===== src/rtl/mrs_fifo.sv =====
`timescale 1ns/1ps
module mrs_fifo #(
    parameter int WIDTH = 8,
    parameter int DEPTH = 16
) (
    input wire logic core_clk_i,
    input wire logic resetn_i,
    input wire logic flush_i,
    // fill side
    input wire logic in_valid_i,
    output logic in_ready_o,
    input wire logic [WIDTH-1:0] in_data_i,
    // drain side
    output logic out_valid_o,
    input wire logic out_ready_i,
    output logic [WIDTH-1:0] out_data_o
);
    localparam int AW = $clog2(DEPTH);
    logic [WIDTH-1:0] mem [DEPTH];
    logic [AW:0] wr_ff, rd_ff, nxt_wr, nxt_rd;
    logic push, pop;

    assign push = in_valid_i && in_ready_o;
    assign pop = out_valid_o && out_ready_i;
    assign in_ready_o = (wr_ff - rd_ff) != (AW+1)'(DEPTH);
    assign out_valid_o = wr_ff != rd_ff;
    assign out_data_o = mem[rd_ff[AW-1:0]];

    always_comb begin
        nxt_wr = flush_i ? '0 : wr_ff + (AW+1)'(push);
        nxt_rd = flush_i ? '0 : rd_ff + (AW+1)'(pop);
    end

    always_ff @(posedge core_clk_i or negedge resetn_i) begin
        if (!resetn_i) begin
            wr_ff <= '0;
            rd_ff <= '0;
        end else begin
            wr_ff <= nxt_wr;
            rd_ff <= nxt_rd;
        end
    end

    always_ff @(posedge core_clk_i) begin
        if (push) begin
            mem[wr_ff[AW-1:0]] <= in_data_i;
        end
    end
endmodule


===== config.mk =====
export PLATFORM = sky130hd
export DESIGN_NAME = mrs_fifo
export DESIGN_NICKNAME = d
export VERILOG_FILES = /design/src/rtl/mrs_fifo.sv
export SDC_FILE = /design/constraint.sdc
export NUM_CORES = 1
export LEC_CHECK = 0
export ABC_AREA = 1
export BUFFER_PORTS_ARGS = -buffer_cell sky130_fd_sc_hd__buf_2
export CAP_MARGIN = 10
export CORE_MARGIN = 5
export CORE_UTILIZATION = 55
export CTS_CLUSTER_DIAMETER = 80
export DETAILED_ROUTE_END_ITERATION = 8
export GPL_ROUTABILITY_DRIVEN = 0
export HOLD_SLACK_MARGIN = 0.05
export PLACE_DENSITY = 0.72
export SETUP_SLACK_MARGIN = 0.3
export SLEW_MARGIN = 10
export SYNTH_ARGS = -nofsm -noshare
export SYNTH_HDL_FRONTEND = slang
export SYNTH_SLANG_ARGS = --single-unit

===== constraint.sdc =====
create_clock -name core_clk_i -period 3.2 [get_ports core_clk_i]
set_clock_uncertainty 0.1 [all_clocks]
set_input_delay 0.32 -clock core_clk_i [delete_from_list [all_inputs] [get_ports core_clk_i]]
set_output_delay 0.32 -clock core_clk_i [all_outputs]
set_load 0.05 [all_outputs]

# After elaboration in Yosys (flattened, before gate mapping)

Memories as Yosys holds them, arrays and structs flattened.
Cells that the tools add are included.

$add $sub $neg: 3
Multiply operators: 0
Divide/modulo/power cells: 0
Magnitude comparators: 0
Eq/ne operators: 2
Shift-type cells: 0
Mux-type cells: 4
Bitwise gates (word level): 0
Reduce and logical (&&, ||, !) cells: 2

Operators by type and width:

| cell                 | number |
|---|---|
| $add A5 B1 Y5        | 2 |
| $mux W5              | 2 |
| $ne A5 B5 Y1         | 1 |
| $ne A5 B5 Y1 const B | 1 |
| $sub A5 B5 Y5        | 1 |
| $logic_and A1 B1 Y1  | 2 |
| $mux W1              | 2 |

Register bits: 10
Latch bits: 0
Bits in writable memories: 128
Bits in read-only memories: 0
Input port bits: 13
Output and inout bits: 10
Memories: 1

Memory list:

| memory | words | bits a word | rd ports | clocked after Yosys merged registers in | wr ports | line | text |
|---|---|---|---|---|---|---|---|
| mem    | 16    | 8           | 1        | 0                                       | 1        | 19   | `logic [WIDTH-1:0] mem [DEPTH];` |

# Longest topological paths before layout

Depth in word-level cells: 5
Gate-level depth with buffers: 20
Mapped depth without buffers: 18

# Worst setup path after synthesis

No wires, ideal clock.

Kind: flip-flop to flip-flop
Start: reg rd_ff[2]
End: reg wr_ff[4]
Setup time: 132 ps
Arrival time: 2,713 ps
Data required time: 2,968 ps
Slack: 255 ps
Stages on the path, launching flop included: 18
Period minus slack after synthesis: 2,945 ps
Path through: dfrtp_1 > inv_1 > buf_1 > ha_1 > or2_1 > nand3_1 > nand2_1 > nor2_2 > nand2_2 > nand2_4 > buf_6 > inv_1 > ha_1 > ha_1 > inv_1 > o21ai_0 > nand2_1 > nor2_1

Word-level cells in the longest chain between the ends: 5

RTL lines:

| what                   | line | text |
|---|---|---|
| start, declared        | 20   | `logic [AW:0] wr_ff, rd_ff, nxt_wr, nxt_rd;` |
| start signal, assigned | 40   | `rd_ff <= nxt_rd;` |
| $sub A5 B5 Y5          | 25   | `assign in_ready_o = (wr_ff - rd_ff) != (AW+1)'(DEPTH);` |
| $ne A5 B5 Y1           | 25   |  |
| via in_ready_o         | 11   | `output logic in_ready_o,` |
| $logic_and A1 B1 Y1    | 23   | `assign push = in_valid_i && in_ready_o;` |
| $add A5 B1 Y5          | 30   | `nxt_wr = flush_i ? '0 : wr_ff + (AW+1)'(push);` |
| $mux W5                | 30   |  |
| via nxt_wr[4]          | 20   |  |
| end signal, assigned   | 39   | `wr_ff <= nxt_wr;` |
| end, declared          | 20   |  |

The timed path passes the listed nets, and every way through them passes these cells.

# Final worst setup path

Start: reg rd_ff[0]
End: out out_data_o[4]

Word-level cells in the longest chain between the ends: 1

RTL lines:

| what           | line | text |
|---|---|---|
| $mem_v2 Z16 W8 | n/a  |  |
| end, declared  | 16   | `output logic [WIDTH-1:0] out_data_o` |

Every way passes these cells.

==> impl_metrics.toml <==
[timing]
post_route_clock_period_utilization = 0.8537
finalSetupViolCount = 0
hold_viol_final = 0
maxSlewViolCount = 0
setup-tns-final_ns = 0
max_slew.worst_pin.slew_ns = 0.5195
fmax_achieved_mhz = 366.0
shortest_clock_period_the_worst_path_allows_after_layout_ns = 2.732
grt_setup_unrepaired = "false"
slew_headroom = 0.6533

[worst_setup_path]
start_kind = "register"
endpoint_kind = "output pin"
worst_reg2reg_endpoint = "wr_ff[4]"
worstSetupPathType = "register to output pin"
ff2ff_path_depth = 17
crit-reg2reg-launch = "rd_ff[0]"
critPathRequiredTime_ns = 2.78
cp_max_fo = 62
worst_ep_arrival_time_ns = 2.31
ff2ff_setup_slack_ns = 0.65

[power_and_ir_drop]
total_power_uw = 5232
power_density_mw_per_mm2 = 769.7
p_leak_uw = 0.002470
vdd.ir_drop.worst_mv = 0.5604

[placed_design]
hpwlAfterDp_mm = 8.042
port_buffer_count = 22
placed_instance_area_mm2 = 0.006202

[clock_network]
cts_buffers = 17
cts_max_path_buffers = 2
htree_num_levels = 4
clkLatencyLatePin_ns = 0.51
path_clk_slew_ns = 0.06
post_cts.repair.setup_buffers = 0
clock_tree_from_tritoncts = "yes"
cts-root-buf = "sky130_fd_sc_hd__clkbuf_8"
clock_sinks = 138

[route]
drcViolationCount = 0
number_of_drc_markers_in_iteration_0 = 380
route.detailed.wl_per_inst_um = 19.02
via_per_inst = 5.733
first_pass_iteration_count_of_the_detailed_router = 5
detail-route-antenna-nets = 0
routed_wl_mm = 13.18
route.vias.total = 3973

[logic_synthesis]
ys_warn_count = 0
netlist_area_mm2 = 0.005906
number_of_nets_produced_by_synthesis = 525
syn_inst = 504
synth.ff_latch_count = 138
synth_cell_types = 27
avg_synthesized_cell_area_um2 = 11.72
synth_sequential_area_ratio = 0.6932

[layout]
stdcell_area_mm2 = 0.006798
layout_cell_share_with_drive_strength_beyond_1 = 0.1403
layout.cells.most_common_list = "sky130_fd_sc_hd__edfxtp_1 (128), sky130_fd_sc_hd__nor2_1 (81), sky130_fd_sc_hd__o21ai_0 (57), sky130_fd_sc_hd__nand2_1 (54), sky130_fd_sc_hd__inv_1 (43)"
finish.net_count = 564
flow.area_growth_from_synthesis_pct = 15.11
layout.cells.most_common = "sky130_fd_sc_hd__edfxtp_1"
nFillCells = 793

[grt]
grt_util_met2 = 0.3369
global_route_wire_length_before_repair_mm = 20.67
grt_overflow = 0
grt_start_max_net_pins = 63
met3_usage = 0.04775
antenna_found_initial = 1
globalRouteMet1Util = 0.2985
grt_busiest_layer = "met2"
vias_in_the_first_global_route = 3905
globalRouteTotalUtil = 0.2142

[job]
timing.max_cap.violations = 0

[floorplan]
initial_core_util = 0.5670
top_level_ports = 23
rows = 37
die_area_mm2 = 0.01291
fp.dieW_um = 113.6
y_dimension_of_the_die_um = 113.6
core_area_mm2 = 0.01042

[hold_path]
worstHoldPathType = "input port to register"
hold-path-cell-count = 1
hold_path_end = "mem[13][2]"
min_from = "in_data_i[2]"

[outcome]
run_status = "complete, no violations"
how the worst max path moves through the flow:
stage               startpoint             to  slack (ns)  cells after the start
floorplan             rd_ff[2]       wr_ff[4]        0.39                     17
global placement      rd_ff[0]  out_data_o[4]        0.73                      8
detailed placement    rd_ff[0]  out_data_o[4]        0.68                      8
CTS                   rd_ff[0]  out_data_o[3]        0.33                      6
global route          rd_ff[0]  out_data_o[2]        0.31                      6
finish                rd_ff[0]  out_data_o[4]        0.47                      6
sequential cells by signal (all words and copies together), names as in the netlist:
register / flops
mem: 128
rd_ff: 5
wr_ff: 5
cell families after synthesis:
logic type / Yosys count / share of synthesized area
fa+ha+maj: 8 / 0.01695
compound gates: 111 / 0.1093
buf+inv: 71 / 0.05403
flops: 138 / 0.6932
xor+xnor: 4 / 0.005933
simple gates: 172 / 0.1205
report_power, final:
group          switching (uW)  total [uW]  internal (uW)  leakage, uW
sequential               69.9        2140           2070      0.00129
combinational             935        1290            355     0.000922
clock                     709        1810           1100     0.000256
synthesized netlist by cell type (all sizes together):
master    n  share of area
buf      16          0.019
inv      45          0.029
or2       1         0.0011
nor3      1        0.00085
o21ai    57          0.048
xor2      2         0.0030
xnor2     2         0.0030
nand2    56          0.037
dfrtp    10          0.042
o22ai     2         0.0021
o211ai   35          0.044
ha        8          0.017
nand3    26          0.022
a21oi    17          0.014
clkbuf   10         0.0064
nor2     83          0.054
edfxtp  128           0.65
nand4     2         0.0021
nor3b     2         0.0025
and2      1         0.0011
cell type report:
class	count	area (um2)	share of cell area
diodes	1	2.502	0.0003681
clock buffers	19	421.7	0.06203
clock inverters	13	128.9	0.01896
inverters	45	176.4	0.02595
multi-input cells	295	1493	0.2196
flip-flops and latches	138	4098	0.6028
well taps	136	170.2	0.02503
repair buffers	46	307.8	0.04528
metrics by stage:
stage | instances | hold slack, ns | setup WS, ns | util
floorplan | 504 | -0.07559 | 0.3860 | -
global placement | 658 | 0.09964 | 0.7340 | 0.5954
detailed placement | 658 | 0.1113 | 0.6827 | 0.5954
CTS | 692 | 0.07177 | 0.3320 | 0.6512
global route | 692 | 0.07299 | 0.3143 | 0.6524
finish | 693 | 0.08436 | 0.4681 | 0.6526
repair_timing:
| item | CTS | global route |
|---|---|---|
| setup endpoints to repair | 8 | 7 |
| resized for setup | 3 | 4 |
| hold buffers | 2 | 0 |
| hold endpoints to repair | 20 | 0 |
| pin swaps | 0 | 0 |
| cloned | 0 | 0 |
layer usage:
metal  vias to the layer above  wire [um]
li1                       1863          -
met1                      1954       5679
met2                       137       6404
met3                        19        878
met4                         0        221
met5                         -          0
worst max-delay path, stage by stage, from the launching register on:
cell and delay, ns:
sky130_fd_sc_hd__dfrtp_4 0.62, sky130_fd_sc_hd__buf_12 0.30, sky130_fd_sc_hd__o21ai_0 0.13, sky130_fd_sc_hd__o211ai_1 0.25, sky130_fd_sc_hd__nand3_1 0.13, sky130_fd_sc_hd__nand2_1 0.10, sky130_fd_sc_hd__buf_2 0.26
No activity file was read; power rests on OpenSTA's default activity.
